**src/logic/io_lines_defines.vh**
```
// Constants for the programmable I/O line block: offsets, reset values, decode codes
`ifndef IO_LINES_DEFINES_VH
`define IO_LINES_DEFINES_VH

// ----------------------------------------------------------------------------
// Register offsets in I/O space
// ----------------------------------------------------------------------------
`define LOW_BANK_MODE_ADDR      16'hFF70
`define LOW_BANK_DIRECTION_ADDR 16'hFF72
`define LOW_BANK_LEVEL_ADDR     16'hFF74
`define HIGH_BANK_MODE_ADDR     16'hFF76
`define HIGH_BANK_DIRECTION_ADDR 16'hFF78
`define HIGH_BANK_LEVEL_ADDR    16'hFF7A

// ----------------------------------------------------------------------------
// Reset values
// ----------------------------------------------------------------------------
`define LOW_BANK_MODE_RST       16'h0000
`define HIGH_BANK_MODE_RST      16'h0000
`define LOW_BANK_DIRECTION_RST  16'hFE0F
`define HIGH_BANK_DIRECTION_RST 16'hFFFF
`define LEVEL_RST               16'h0000

// Lines whose fixed pull resistor pulls down (timer one and timer zero outputs)
`define PULL_DOWN_MASK          32'h0000_0402

// ----------------------------------------------------------------------------
// Per-line setting codes, {mode, direction}
// ----------------------------------------------------------------------------
`define SET_NORMAL              2'h0
`define SET_IN_PULL             2'h1
`define SET_OUTPUT              2'h2
`define SET_IN_FLOAT            2'h3

`define BANK_WIDTH              16
`define READ_IDLE               16'h0000

`endif

```
**src/logic/programmable_io_lines.v**
```verilog
// Thirty-two programmable I/O lines with mode, direction and level registers
//
// Overview of operation
// Each of 32 shared lines can be software input or output instead of peripheral.
// Two 16-bit mode/direction register pairs; low pair lines 0-15, high pair 16-31.
// Mode/direction 00 normal, 01 pulled input, 10 output, 11 unpulled input.
// Pull direction is fixed per line; software cannot choose it.
// Reset: pulled-up inputs, lines 1 and 10 pulled down, lines 4-8 normal.
// Normal setting routes the line to its dedicated peripheral.
// Input levels read back as two 16-bit status words, low and high bank.
// Written levels drive a line only while that line is set to output.
// Board must not pull the two strap lines low during reset.
// Software should leave lines of fitted on-board parts untouched.
// Low-bank bit n is line n; high-bank bit n is line n plus sixteen.
`timescale 1ns/1ps
`default_nettype none
`include "io_lines_defines.vh"

module programmable_io_lines #(
  parameter LINES = 32
) (
  // Clock and reset
  input  wire                clock,
  input  wire                nrst,
  // I/O space register port
  input  wire                io_sel,
  input  wire                io_wr,
  input  wire                io_rd,
  input  wire [15:0]         io_addr,
  input  wire [1:0]          io_be,
  input  wire [15:0]         io_wdata,
  output reg  [15:0]         io_rdata_ff,
  output reg                 io_ack_ff,
  // Pins
  input  wire [LINES-1:0]    pin_in,
  output wire [LINES-1:0]    pin_out,
  output wire [LINES-1:0]    pin_oe,
  output wire [LINES-1:0]    pull_up_en,
  output wire [LINES-1:0]    pull_down_en,
  // Shared peripheral functions
  input  wire [LINES-1:0]    periph_out,
  input  wire [LINES-1:0]    periph_oe,
  output wire [LINES-1:0]    periph_in
);

  // --------------------------------------------------------------------------
  // Register state
  // --------------------------------------------------------------------------
  reg  [15:0] low_bank_mode_ff;
  reg  [15:0] low_bank_direction_ff;
  reg  [15:0] low_bank_level_ff;
  reg  [15:0] high_bank_mode_ff;
  reg  [15:0] high_bank_direction_ff;
  reg  [15:0] high_bank_level_ff;

  reg  [15:0] nxt_low_bank_mode;
  reg  [15:0] nxt_low_bank_direction;
  reg  [15:0] nxt_low_bank_level;
  reg  [15:0] nxt_high_bank_mode;
  reg  [15:0] nxt_high_bank_direction;
  reg  [15:0] nxt_high_bank_level;
  reg  [15:0] nxt_io_rdata;

  wire [15:0] lane_mask;
  wire        wr_req;
  wire        rd_req;
  wire        hit_low_mode;
  wire        hit_low_dir;
  wire        hit_low_level;
  wire        hit_high_mode;
  wire        hit_high_dir;
  wire        hit_high_level;

  wire [LINES-1:0] line_mode;
  wire [LINES-1:0] line_dir;
  wire [LINES-1:0] line_level;
  wire [LINES-1:0] line_status;

  // Per-line pull sense and reset pull, one bit each so cell parameters stay 1-bit wide
  localparam [31:0] PULL_DOWN_BITS = `PULL_DOWN_MASK;
  localparam [31:0] RST_PULL_BITS  = {`HIGH_BANK_DIRECTION_RST, `LOW_BANK_DIRECTION_RST};

  // --------------------------------------------------------------------------
  // Address decode
  // --------------------------------------------------------------------------
  assign wr_req = io_sel & io_wr;
  assign rd_req = io_sel & io_rd & ~io_wr;

  assign hit_low_mode   = (io_addr == `LOW_BANK_MODE_ADDR);
  assign hit_low_dir    = (io_addr == `LOW_BANK_DIRECTION_ADDR);
  assign hit_low_level  = (io_addr == `LOW_BANK_LEVEL_ADDR);
  assign hit_high_mode  = (io_addr == `HIGH_BANK_MODE_ADDR);
  assign hit_high_dir   = (io_addr == `HIGH_BANK_DIRECTION_ADDR);
  assign hit_high_level = (io_addr == `HIGH_BANK_LEVEL_ADDR);

  // Byte enables allow an 8-bit processor bus to update one half at a time
  assign lane_mask = {{8{io_be[1]}}, {8{io_be[0]}}};

  // --------------------------------------------------------------------------
  // Register writes
  // --------------------------------------------------------------------------
  always @* begin
    nxt_low_bank_mode       = low_bank_mode_ff;
    nxt_low_bank_direction  = low_bank_direction_ff;
    nxt_low_bank_level      = low_bank_level_ff;
    nxt_high_bank_mode      = high_bank_mode_ff;
    nxt_high_bank_direction = high_bank_direction_ff;
    nxt_high_bank_level     = high_bank_level_ff;
    if (wr_req) begin
      if (hit_low_mode) begin
        nxt_low_bank_mode = (low_bank_mode_ff & ~lane_mask) | (io_wdata & lane_mask);
      end
      if (hit_low_dir) begin
        nxt_low_bank_direction = (low_bank_direction_ff & ~lane_mask)
                               | (io_wdata & lane_mask);
      end
      if (hit_low_level) begin
        // Stored for every line, but only output lines ever show it
        nxt_low_bank_level = (low_bank_level_ff & ~lane_mask)
                           | (io_wdata & lane_mask);
      end
      if (hit_high_mode) begin
        nxt_high_bank_mode = (high_bank_mode_ff & ~lane_mask) | (io_wdata & lane_mask);
      end
      if (hit_high_dir) begin
        nxt_high_bank_direction = (high_bank_direction_ff & ~lane_mask)
                                | (io_wdata & lane_mask);
      end
      if (hit_high_level) begin
        nxt_high_bank_level = (high_bank_level_ff & ~lane_mask)
                            | (io_wdata & lane_mask);
      end
    end
  end

  always @(posedge clock or negedge nrst) begin
    if (!nrst) begin
      low_bank_mode_ff       <= `LOW_BANK_MODE_RST;
      low_bank_direction_ff  <= `LOW_BANK_DIRECTION_RST;
      low_bank_level_ff      <= `LEVEL_RST;
      high_bank_mode_ff      <= `HIGH_BANK_MODE_RST;
      high_bank_direction_ff <= `HIGH_BANK_DIRECTION_RST;
      high_bank_level_ff     <= `LEVEL_RST;
    end else begin
      low_bank_mode_ff       <= nxt_low_bank_mode;
      low_bank_direction_ff  <= nxt_low_bank_direction;
      low_bank_level_ff      <= nxt_low_bank_level;
      high_bank_mode_ff      <= nxt_high_bank_mode;
      high_bank_direction_ff <= nxt_high_bank_direction;
      high_bank_level_ff     <= nxt_high_bank_level;
    end
  end

  // --------------------------------------------------------------------------
  // Register reads
  // --------------------------------------------------------------------------
  // Level offsets read the sampled pin state, not the written latch, so
  // software sees inputs; output lines echo their driven level.
  always @* begin
    nxt_io_rdata = `READ_IDLE;
    if (rd_req) begin
      if (hit_low_mode) begin
        nxt_io_rdata = low_bank_mode_ff;
      end else if (hit_low_dir) begin
        nxt_io_rdata = low_bank_direction_ff;
      end else if (hit_low_level) begin
        nxt_io_rdata = line_status[`BANK_WIDTH-1:0];
      end else if (hit_high_mode) begin
        nxt_io_rdata = high_bank_mode_ff;
      end else if (hit_high_dir) begin
        nxt_io_rdata = high_bank_direction_ff;
      end else if (hit_high_level) begin
        nxt_io_rdata = line_status[LINES-1:`BANK_WIDTH];
      end else begin
        nxt_io_rdata = `READ_IDLE;
      end
    end
  end

  always @(posedge clock or negedge nrst) begin
    if (!nrst) begin
      io_rdata_ff <= `READ_IDLE;
      io_ack_ff   <= 1'b0;
    end else begin
      io_rdata_ff <= nxt_io_rdata;
      io_ack_ff   <= wr_req | rd_req;
    end
  end

  // --------------------------------------------------------------------------
  // Bank to line mapping
  // --------------------------------------------------------------------------
  assign line_mode  = {high_bank_mode_ff, low_bank_mode_ff};
  assign line_dir   = {high_bank_direction_ff, low_bank_direction_ff};
  assign line_level = {high_bank_level_ff, low_bank_level_ff};

  // --------------------------------------------------------------------------
  // Line cells
  // --------------------------------------------------------------------------
  genvar i;
  generate
    for (i = 0; i < LINES; i = i + 1) begin : g_line
      io_line_cell #(
        .PULL_DOWN (PULL_DOWN_BITS[i]),
        .RST_PULL  (RST_PULL_BITS[i])
      ) u_cell (
        .clock        (clock),
        .nrst         (nrst),
        .mode_bit     (line_mode[i]),
        .dir_bit      (line_dir[i]),
        .level_bit    (line_level[i]),
        .pin_in       (pin_in[i]),
        .periph_out   (periph_out[i]),
        .periph_oe    (periph_oe[i]),
        .pin_out_ff   (pin_out[i]),
        .pin_oe_ff    (pin_oe[i]),
        .pull_up_ff   (pull_up_en[i]),
        .pull_down_ff (pull_down_en[i]),
        .periph_in_ff (periph_in[i]),
        .status_ff    (line_status[i])
      );
    end
  endgenerate

endmodule // programmable_io_lines
`default_nettype wire

```
**src/logic/io_line_cell.v**
```verilog
// One programmable I/O line: setting decode, pin drive, pull control and sampling
`timescale 1ns/1ps
`default_nettype none
`include "io_lines_defines.vh"

module io_line_cell #(
  parameter PULL_DOWN = 1'b0,
  parameter RST_PULL  = 1'b1
) (
  // Clock and reset
  input  wire clock,
  input  wire nrst,
  // Settings from the register file
  input  wire mode_bit,
  input  wire dir_bit,
  input  wire level_bit,
  // Pin and shared peripheral
  input  wire pin_in,
  input  wire periph_out,
  input  wire periph_oe,
  output reg  pin_out_ff,
  output reg  pin_oe_ff,
  output reg  pull_up_ff,
  output reg  pull_down_ff,
  output reg  periph_in_ff,
  output reg  status_ff
);

  reg nxt_pin_out;
  reg nxt_pin_oe;
  reg nxt_pull;
  reg nxt_periph_in;
  reg nxt_status;

  // --------------------------------------------------------------------------
  // Setting decode
  // --------------------------------------------------------------------------
  always @* begin
    nxt_pin_out   = 1'b0;
    nxt_pin_oe    = 1'b0;
    nxt_pull      = 1'b0;
    nxt_periph_in = PULL_DOWN ? 1'b0 : 1'b1;
    nxt_status    = pin_in;
    case ({mode_bit, dir_bit})
      `SET_NORMAL: begin
        nxt_pin_out   = periph_out;
        nxt_pin_oe    = periph_oe;
        nxt_periph_in = pin_in;
      end
      `SET_IN_PULL: begin
        nxt_pull = 1'b1;
      end
      `SET_OUTPUT: begin
        nxt_pin_out = level_bit;
        nxt_pin_oe  = 1'b1;
        nxt_status  = level_bit;
      end
      `SET_IN_FLOAT: begin
        nxt_pull = 1'b0;
      end
      default: begin
        nxt_pull = 1'b0;
      end
    endcase
  end

  // --------------------------------------------------------------------------
  // Output flops; pull sense is fixed per line and never software visible
  // --------------------------------------------------------------------------
  always @(posedge clock or negedge nrst) begin
    if (!nrst) begin
      pin_out_ff   <= 1'b0;
      pin_oe_ff    <= 1'b0;
      pull_up_ff   <= RST_PULL & ~PULL_DOWN;
      pull_down_ff <= RST_PULL & PULL_DOWN;
      periph_in_ff <= PULL_DOWN ? 1'b0 : 1'b1;
      status_ff    <= 1'b0;
    end else begin
      pin_out_ff   <= nxt_pin_out;
      pin_oe_ff    <= nxt_pin_oe;
      pull_up_ff   <= nxt_pull & ~PULL_DOWN;
      pull_down_ff <= nxt_pull & PULL_DOWN;
      periph_in_ff <= nxt_periph_in;
      status_ff    <= nxt_status;
    end
  end

endmodule // io_line_cell
`default_nettype wire

```
**config.mk**
```make
export PLATFORM = sky130hd
export DESIGN_NAME = programmable_io_lines
export DESIGN_NICKNAME = d
export VERILOG_FILES = /design/src/logic/programmable_io_lines.v /design/src/logic/io_line_cell.v
export VERILOG_INCLUDE_DIRS = /design/src /design/src/logic
export SDC_FILE = /design/constraint.sdc
export NUM_CORES = 1
export LEC_CHECK = 0
export BUFFER_PORTS_ARGS = -buffer_cell sky130_fd_sc_hd__buf_2
export CAP_MARGIN = 10
export CORE_ASPECT_RATIO = 1.1
export CORE_MARGIN = 1.5
export CORE_UTILIZATION = 40
export DETAILED_ROUTE_END_ITERATION = 16
export PLACE_DENSITY = 0.66
export SETUP_SLACK_MARGIN = 0.15
export SLEW_MARGIN = 30
export SYNTH_ARGS = -nofsm -noshare
export SYNTH_HDL_FRONTEND = slang
export SYNTH_SLANG_ARGS = --single-unit
export TNS_END_PERCENT = 50
```
**constraint.sdc**
```tcl
create_clock -name clock -period 1.1 [get_ports clock]
set_input_delay 0.22 -clock clock [delete_from_list [all_inputs] [get_ports clock]]
set_output_delay 0.22 -clock clock [all_outputs]
set_load 0.005 [all_outputs]
```
==> impl_metrics.py, run 1 <==
metrics = {
    "outcome": {
        "outcome": "finished with violations",
        "violations": "negative setup slack",
    },
    "pwr": {
        "total_power_mw": 21.9,
        "power_density_nw_per_um2": 1280,
        "p_leak_nw": 8.22,
        "vdd_drop_max_mv": 1.19,
    },
    "floorplan": {
        "initial_core_util_pct": 40.4,
        "die_h_um": 184,
        "dieArea_um2": 30800,
        "ioPinCount": 312,
        "coreArea_um2": 29400,
        "dieWidth_um": 167,
        "rows": 66,
    },
    "synthesis": {
        "synth_cell_type_count": 46,
        "yosysTopAreaCellShare_pct": 39.8,
        "yosys_warnings": 0,
        "synth.area.top_cells": "dfrtp_1 (40%), dfstp_2 (19%), mux2_2 (12%)",
        "syn_avg_cell_area_um2": 12.7,
        "yosysSeqAreaShare_pct": 58.4,
        "synth_cells": 937,
        "syn_area_um2": 11900,
        "synth_top_area_cell": "dfrtp_1",
        "ys_ff_latch": 273,
    },
    "layout": {
        "drive_above_1_share_pct": 55.8,
        "area_growth_pct": 44.1,
        "layout_commonest_cell": "buf_2",
        "fin_nets": 1485,
        "n_antenna_cell": 0,
        "layout.cells.most_common_list": "buf_2 (231), dfrtp_1 (181), dlygate4sd3_1 (110), nor2_1 (106), buf_6 (93)",
        "utilization_pct": 58.2,
        "fillers": 2315,
    },
    "placement": {
        "numPortBuffers": 279,
        "hpwlAfterDp_um": 21900,
        "dp_slack_ns": -0.863,
        "routabilityCongestion": 0.791,
    },
    "sta": {
        "rsz0062_at_grt": "yes",
        "setup_viol": 245,
        "fin_crit_ns": 1.39,
        "finClkSkew_ns": 0.00891,
        "fin_crit_sh_pct": 127,
        "hold_violations": 0,
        "setup_tns_ns": -40.35,
        "layout_setup_ws_ns": -0.295,
        "timing.fmax_mhz": 717,
        "drv_slew": 0,
        "hold_ws_ns": 0.0105,
    },
    "detailed_routing": {
        "drt_wl_total_um": 31700,
        "drc_errors": 0,
        "vias": 8406,
        "vias_per_cell": 4.82,
        "first_pass_iters": 6,
        "detail_route.wl_per_cell_um": 18.2,
        "detail-route-antenna-nets": 0,
        "drt_iter0_markers": 361,
    },
    "global_routing": {
        "grt_max_degree": 47,
        "grt_pass1_vias": 8878,
        "grt_use_total_pct": 20.2,
        "antenna_found_initial": 0,
        "grt_first_pass_wirelength_um": 48500,
        "overflow": 0,
    },
    "critical_path": {
        "crit_type": "reg2out",
        "end_kind": "output port",
        "setup.worst_path.start_class": "flip-flop",
        "critical_path_arrival_ns": 1.17,
        "crit_slowest_cell": "dfstp_2",
        "cpLargestDelayFamily": "flip-flops",
        "cpPeakStageDelay_ns": 0.52,
        "critPathRequiredTime_ns": 0.88,
        "crit_fanout": 1,
        "cp_num_buf_inv": 1,
        "path_cells": "buf_2",
    },
    "clock_tree": {
        "htree_levels": 1,
        "clock-sinks": 273,
        "cts_buffers": 29,
        "root_buffer": "clkbuf_16",
        "clk_path_buf_depth": 3,
        "tritoncts": "built",
        "clk_pin_slew_ns": 0.06,
        "clkLatencyLatePin_ns": 0.54,
    },
    "job": {
        "cap_violations": 0,
    },
    "min_path": {
        "min_path_type": "in2reg",
    },
}
## synthesized netlist by cell type, drive strengths merged
cell type  instances
clkbuf             9
and4               2
mux2             126
a22oi             21
o22ai              7
o21a               1
conb               1
o21ai              8
nor4bb             3
nor4               4
a21oi             18
buf              165
mux2i             32
nand3              2
a222oi             9
o211ai             6
a31o               2
nand4              3
dfrtp            189
or4b               1
and3               2
or4                1
nand4b             1
nand2             16
nand4bb            3
nor3b              2
nor3               5
o2bb2ai            8
or3               31
dfstp             84
nand2b            23
a21o               1
nand3b             2
inv                2
nor2             106
nor2b             39
a21boi             1
o32ai              1
## kinds of logic after synthesis
| family | count (synthesis) | share of synthesized area [%] |
|---|---|---|
| mux | 158 | 14.6 |
| simple gates | 246 | 11.3 |
| compound gates | 83 | 4.93 |
| flops | 273 | 58.4 |
| buf+inv | 176 | 10.7 |
| other cells | 1 | 0.0316 |
## final cells by class
class	instances	area (um2)	area share, %
Tap cell	374	468	2.73
Sequential cell	273	6950	40.6
Multi-Input combinational cell	519	4480	26.2
Inverter	2	7.51	0.0438
Clock buffer	41	851	4.97
Clock inverter	11	118	0.687
Timing Repair Buffer	525	4250	24.8
## layer usage
layer,wire [um],GRT usage (%),up-vias
li1,-,-,3893
met1,12600,23.4,4190
met2,16600,37.7,268
met3,1650,3.81,55
met4,888,6.38,0
met5,0,0,-
## what timing repair did
item / in CTS / in global routing
hold buffers: 110 / 0
endpoints found under the hold margin: 369 / 0
pin swaps: 35 / 28
resized for setup: 159 / 74
gates cloned: 1 / 0
endpoints found under the setup margin: 308 / 333
buffers inserted: 12 / 3
## worst paths after layout
kind / end / start / cells past startpoint / slack (ns)
worst max-delay path: pull_up_en[31] / g_line[31].u_cell.pull_up_ff / 1 / -0.29
worst min-delay path: flip-flop / io_wdata[12] / 2 / 0.01
worst max register to register: io_rdata_ff[14] / flip-flop / 3 / -0.16
worst min register to register: g_line[18].u_cell.pull_up_ff / flip-flop / 1 / 0.45
max in group asynchronous: g_line[5].u_cell.periph_in_ff / nrst / 3 / 0.32
min in group asynchronous: g_line[26].u_cell.pin_oe_ff / nrst / 2 / 0.14
## where the power goes
group          total (mW)  leakage, nW  switching [mW]  internal, mW
sequential           10.4         3.27          0.0770          10.3
clock                9.77        0.476            3.94          5.83
combinational        1.71         4.47           0.779         0.926
total                21.9         8.22            4.80          17.1
## metrics by stage
stage | instance area, um2 | instances
after floorplan | 12100 | 968
after global placement | 13800 | 1567
after detailed placement | 13800 | 1567
after CTS | 16700 | 1742
after global routing | 17100 | 1745
final | 17100 | 1745
(Power assumes the default switching activity.)
==> run 2, diff against run 1 <==
==> constraint.sdc (replaced) <==
create_clock -name clock -period 1.1 [get_ports clock]
set_input_delay 0.055 -clock clock [delete_from_list [all_inputs] [get_ports clock]]
set_output_delay 0.055 -clock clock [all_outputs]
set_load 0.005 [all_outputs]
==> run 2 against run 1 <==
Sequential share of layout area down 0.75 points. Clock power is 0.8% lower. Count of clock-buffer cells in the layout rose by 3. Total power is 0.21% lower. Cell area is 2.1% higher. First-iteration DRC count rose by 10%. Flip-flop and latch count is the same. Non-clock buffer count rose by 10. Setup slack improved by 0.16 ns. Sequential power is essentially flat. Highest routed layer is now met5. The run still ends with negative setup slack left. Routed wire length rose by 3.5%. Die area is the same.
==> impl_metrics.py, run 2 (synthesis results as in run 1) <==
metrics = {
    "layout": {
        "fin_nets": 1494,
        "area_growth_pct": 47.1,
        "layout.cells.most_common_list": "buf_2 (232), dfrtp_1 (170), dlygate4sd3_1 (116), nor2_1 (106), mux2_4 (90)",
        "layout_commonest_cell": "buf_2",
        "drive_above_1_share_pct": 57.1,
        "design_area_um2": 17500,
    },
    "sta": {
        "layout_setup_ws_ns": -0.138,
        "finClkSkew_ns": 0.00645,
        "setup_tns_ns": -7.02,
        "worst_pin_slew_ns": 0.503,
        "drv_slew": 0,
        "fin_crit_sh_pct": 113,
        "fin_crit_ns": 1.24,
        "hold_violations": 0,
        "rsz0062_at_grt": "yes",
        "setup_viol": 89,
        "timing.fmax_mhz": 808,
        "relSlewSlack_pct": 66.5,
    },
    "clock_tree": {
        "root_buffer": "clkbuf_16",
        "clk_path_buf_depth": 3,
        "clock-sinks": 273,
        "clk_pin_slew_ns": 0.06,
        "htree_levels": 1,
        "clkLatencyLatePin_ns": 0.54,
        "tritoncts": "built",
        "cts_buffers": 28,
    },
    "pwr": {
        "p_clk_share_pct": 44.3,
        "p_sw_mw": 4.72,
        "power_density_nw_per_um2": 1250,
        "p_int_mw": 17.1,
        "switching_share_pct": 21.6,
        "p_leak_nw": 8.42,
        "vdd_drop_max_mv": 1.13,
        "share_seq_of_total_power_pct": 47.7,
        "pwr-share-comb_pct": 8.0,
    },
    "outcome": {
        "violations": "negative setup slack",
        "outcome": "finished with violations",
    },
    "global_routing": {
        "grt_first_pass_wirelength_um": 50300,
        "grt_pass1_vias": 8911,
        "antenna_found_initial": 1,
        "gr-usage-met1_pct": 24.8,
        "grt_use_total_pct": 21.0,
        "grt_use_met2_pct": 39.6,
        "overflow": 0,
        "use_met3_pct": 3.44,
        "top_usage_layer": "met2",
        "grt_max_degree": 47,
    },
    "critical_path": {
        "crit_type": "reg2reg",
        "end_kind": "flip-flop",
        "critical_path_arrival_ns": 1.65,
        "critPathRequiredTime_ns": 1.52,
        "crit_fanout": 3,
        "setup.worst_path.start_class": "flip-flop",
    },
    "floorplan": {
        "dieWidth_um": 167,
        "ioPinCount": 312,
        "coreArea_um2": 29400,
        "die_h_um": 184,
        "dieArea_um2": 30800,
        "initial_core_util_pct": 40.4,
        "rows": 66,
    },
    "placement": {
        "dp_slack_ns": -0.721,
        "routabilityCongestion": 0.788,
        "numPortBuffers": 279,
        "hpwlAfterDp_um": 21800,
        "place_area_um2": 13900,
    },
    "detailed_routing": {
        "drc_errors": 0,
        "drt_iter0_markers": 398,
        "vias": 8451,
        "detail-route-antenna-nets": 0,
        "detail_route.wl_per_cell_um": 18.7,
        "first_pass_iters": 5,
        "vias_per_cell": 4.81,
        "drt_wl_total_um": 32900,
    },
    "min_path": {
        "min_path_type": "in2async",
    },
    "job": {
        "cap_violations": 0,
    },
}
==> run 2: cell types whose count changed in the layout (fill, tap and decap cells not counted), sizes merged <==
| cell | previous run | this run |
|---|---|---|
| diode | 0 | 1 |
| inv | 3 | 2 |
| buf | 415 | 419 |
| clkinv | 6 | 4 |
| dlygate4sd3 | 110 | 116 |
| clkbuf | 41 | 44 |
==> run 2: final cells by class <==
cell class / instances / area, um2
Antenna cell: 1 / 2.50
Clock buffer: 44 / 862
Clock inverter: 8 / 95.1
Tap cell: 374 / 468
Inverter: 2 / 7.51
Multi-Input combinational cell: 519 / 4770
Sequential cell: 273 / 6960
Timing Repair Buffer: 535 / 4310
Fill cell: 2264 / 11900
==> run 2: what timing repair did <==
item                                    in CTS  in global routing
gates cloned                                 2                  0
setup buffers                                9                  7
pin swaps                                   27                 33
endpoints found under the setup margin     310                333
endpoints found under the hold margin      425                  0
hold buffers                               116                  0
gates resized for setup                    191                105
==> run 2: metal layers <==
layer / vias up / wire length (um) / part of all wire, %
met1: 4257 / 12800 / 39
met3: 41 / 1690 / 5.1
met2: 246 / 17700 / 54
met5: - / 10 / 0.030
li1: 3905 / - / -
met4: 2 / 600 / 1.8
==> run 2: power by group through the flow <==
stage	Combinational [mW]	Sequential [mW]	Clock (mW)
2_1_floorplan	0.645	10.6	0
3_5_place_dp	1.24	10.6	0
4_1_cts	1.70	10.4	9.90
3_3_place_gp	1.22	10.6	0
6_report	1.74	10.4	9.69
5_1_grt	1.91	10.4	10.4
==> run 2: stage by stage <==
step / util (%) / hold slack (ns) / cells / total power [mW]
6_report: 59.5 / 0.0215 / 1756 / 21.8
5_1_grt: 59.4 / 0.0359 / 1755 / 22.7
2_1_floorplan: - / -0.241 / 968 / 11.2
3_5_place_dp: 47.1 / 0.00818 / 1569 / 11.8
3_3_place_gp: 47.1 / -0.000122 / 1569 / 11.8
4_1_cts: 57.6 / 0.0274 / 1748 / 22.0
==> run 2: final timing paths <==
path	cells past startpoint	slack, ns	end	startpoint
max	3	-0.14	io_rdata_ff[5]	flip-flop
min	2	0.02	g_line[26].u_cell.pin_oe_ff	nrst
max reg2reg	3	-0.14	io_rdata_ff[5]	flip-flop
min reg2reg	1	0.48	g_line[18].u_cell.pull_up_ff	flip-flop
max in group asynchronous	3	0.42	asynchronous set/reset pin	nrst
min in group clock	6	0.16	io_rdata_ff[14]	io_addr[12]
==> run 2: worst max-delay path: stages, from the launching register on <==
cell and delay, ns:
dfstp_2 0.38, a222oi_1 0.41, a21oi_1 0.17, o2bb2ai_2 0.15
==> run 3, diff against run 2 <==
RECOVER_POWER = 50   (was default)
==> run 3 against run 2 <==
The run still ends with negative setup slack left. Maximum frequency is 0.65% higher. Register-to-register slack hardly changed. Highest routed layer unchanged. Via count is 0.20% higher. Combinational power hardly changed. Core utilization is 0.25 points lower. Largest cell class unchanged. Critical path depth stayed put.
==> impl_metrics.py, run 3 (synthesis results as in run 1) <==
metrics = {
    "layout": {
        "area_growth_pct": 46.5,
        "layout_commonest_cell": "buf_2",
        "layout.cells.most_common_list": "buf_2 (232), dfrtp_1 (170), dlygate4sd3_1 (116), nor2_1 (106), mux2_4 (90)",
        "fillers": 2278,
        "sequential_cell_area_um2": 6960,
        "drive_above_1_share_pct": 57.1,
        "fin_nets": 1494,
        "stdcell_count": 1756,
        "multi_input_area_um2": 4770,
    },
    "global_routing": {
        "grt_use_total_pct": 21.0,
        "grt_pass1_vias": 8911,
        "grt_first_pass_wirelength_um": 50300,
        "antenna_found_initial": 1,
        "grt_max_degree": 47,
        "overflow": 0,
    },
    "placement": {
        "dp_slack_ns": -0.721,
        "numPortBuffers": 279,
        "routabilityCongestion": 0.788,
        "dp.cells": 1569,
        "hpwlAfterDp_um": 21800,
    },
    "clock_tree": {
        "clkLatencyLatePin_ns": 0.54,
        "htree_levels": 1,
        "tritoncts": "built",
        "clk_pin_slew_ns": 0.06,
        "root_buffer": "clkbuf_16",
        "clk_path_buf_depth": 3,
        "cts_buffers": 28,
        "clock-sinks": 273,
    },
    "sta": {
        "fin_crit_sh_pct": 112,
        "drv_slew": 0,
        "hold_violations": 0,
        "rsz0062_at_grt": "yes",
        "timing.fmax_mhz": 813,
        "worst_pin_slew_ns": 0.758,
        "fin_crit_ns": 1.23,
        "setup_viol": 87,
        "relSlewSlack_pct": 49.5,
        "layout_setup_ws_ns": -0.130,
        "finClkSkew_ns": 0.00710,
    },
    "floorplan": {
        "die_h_um": 184,
        "dieWidth_um": 167,
        "coreArea_um2": 29400,
        "ioPinCount": 312,
        "initial_core_util_pct": 40.4,
        "dieArea_um2": 30800,
        "rows": 66,
    },
    "critical_path": {
        "critical_path_arrival_ns": 1.65,
        "end_kind": "flip-flop",
        "crit_fanout": 3,
        "critPathRequiredTime_ns": 1.52,
        "setup.worst_path.start_class": "flip-flop",
        "crit_type": "reg2reg",
    },
    "pwr": {
        "power_density_nw_per_um2": 1250,
        "vdd_drop_max_mv": 1.13,
        "p_leak_nw": 8.39,
    },
    "detailed_routing": {
        "detail-route-antenna-nets": 0,
        "first_pass_iters": 4,
        "vias": 8468,
        "drt_wl_total_um": 32900,
        "vias_per_cell": 4.82,
        "detail_route.wl_per_cell_um": 18.7,
        "drt_iter0_markers": 396,
        "drc_errors": 0,
    },
    "outcome": {
        "violations": "negative setup slack",
        "outcome": "finished with violations",
    },
    "min_path": {
        "min_path_type": "in2async",
    },
    "job": {
        "cap_violations": 0,
    },
}
[run 3: changes by cell type in the layout (fill, tap and decap cells not counted), sizes merged]
cell,previous run,this run
buf,419,409
clkbuf,44,54
[run 3: through the flow]
step / hold slack, ns / util, % / TNS, ns / power (mW) / instance area (um2)
floorplan: -0.241 / - / -39.50 / 11.2 / 12100
global placement: -0.000122 / 47.1 / -68.50 / 11.8 / 13900
detailed placement: 0.00818 / 47.1 / -70.17 / 11.8 / 13900
CTS: 0.0274 / 57.6 / -8.66 / 22.0 / 16900
global route: 0.168 / 59.2 / -12.35 / 22.7 / 17400
finish: 0.138 / 59.2 / -7.02 / 21.8 / 17400
[run 3: area by class of cell]
cell class / instances / area share, %
sequential: 273 / 40.0
clock buffer: 44 / 4.95
inverter: 2 / 0.0431
tap: 374 / 2.69
antenna: 1 / 0.0144
timing repair buffer: 535 / 24.3
multi-input combinational: 519 / 27.4
clock inverter: 8 / 0.546
[run 3: layer usage]
metal | part of all wire (%) | up-vias | global-route usage [%]
li1 | - | 3910 | -
met1 | 39 | 4264 | 24.8
met2 | 54 | 251 | 39.6
met3 | 4.9 | 41 | 3.44
met4 | 1.8 | 2 | 4.97
met5 | 0.030 | - | 0
[run 3: final timing paths]
kind                       cells after the start                           end  slack (ns)
setup / recovery                               3                io_rdata_ff[5]       -0.13
hold / removal                                 2   g_line[26].u_cell.pin_oe_ff        0.14
setup reg to reg                               3                io_rdata_ff[5]       -0.13
hold reg to reg                                1  g_line[18].u_cell.pull_up_ff        0.48
max in group asynchronous                      3    asynchronous set/reset pin        0.09
min in group clock                             6               io_rdata_ff[14]        0.16
[run 3: power breakdown]
part | switching [mW] | internal (mW)
sequential | 0.0790 | 10.3
clock | 3.86 | 5.83
combinational | 0.781 | 0.925
total | 4.72 | 17.1
[run 3: worst max-delay path, cell delays in order (launching register included)]
cell	delay, ns
dfstp_2	0.38
a222oi_1	0.40
a21oi_1	0.17
o2bb2ai_2	0.15
[run 3: timing repair]
action,4_1_cts,5_1_grt
gates cloned,2,0
endpoints found under the hold margin,425,0
gates resized for setup,191,105
pin swaps,27,33
setup endpoints to repair,310,333
hold buffers,116,0
setup buffers,9,7
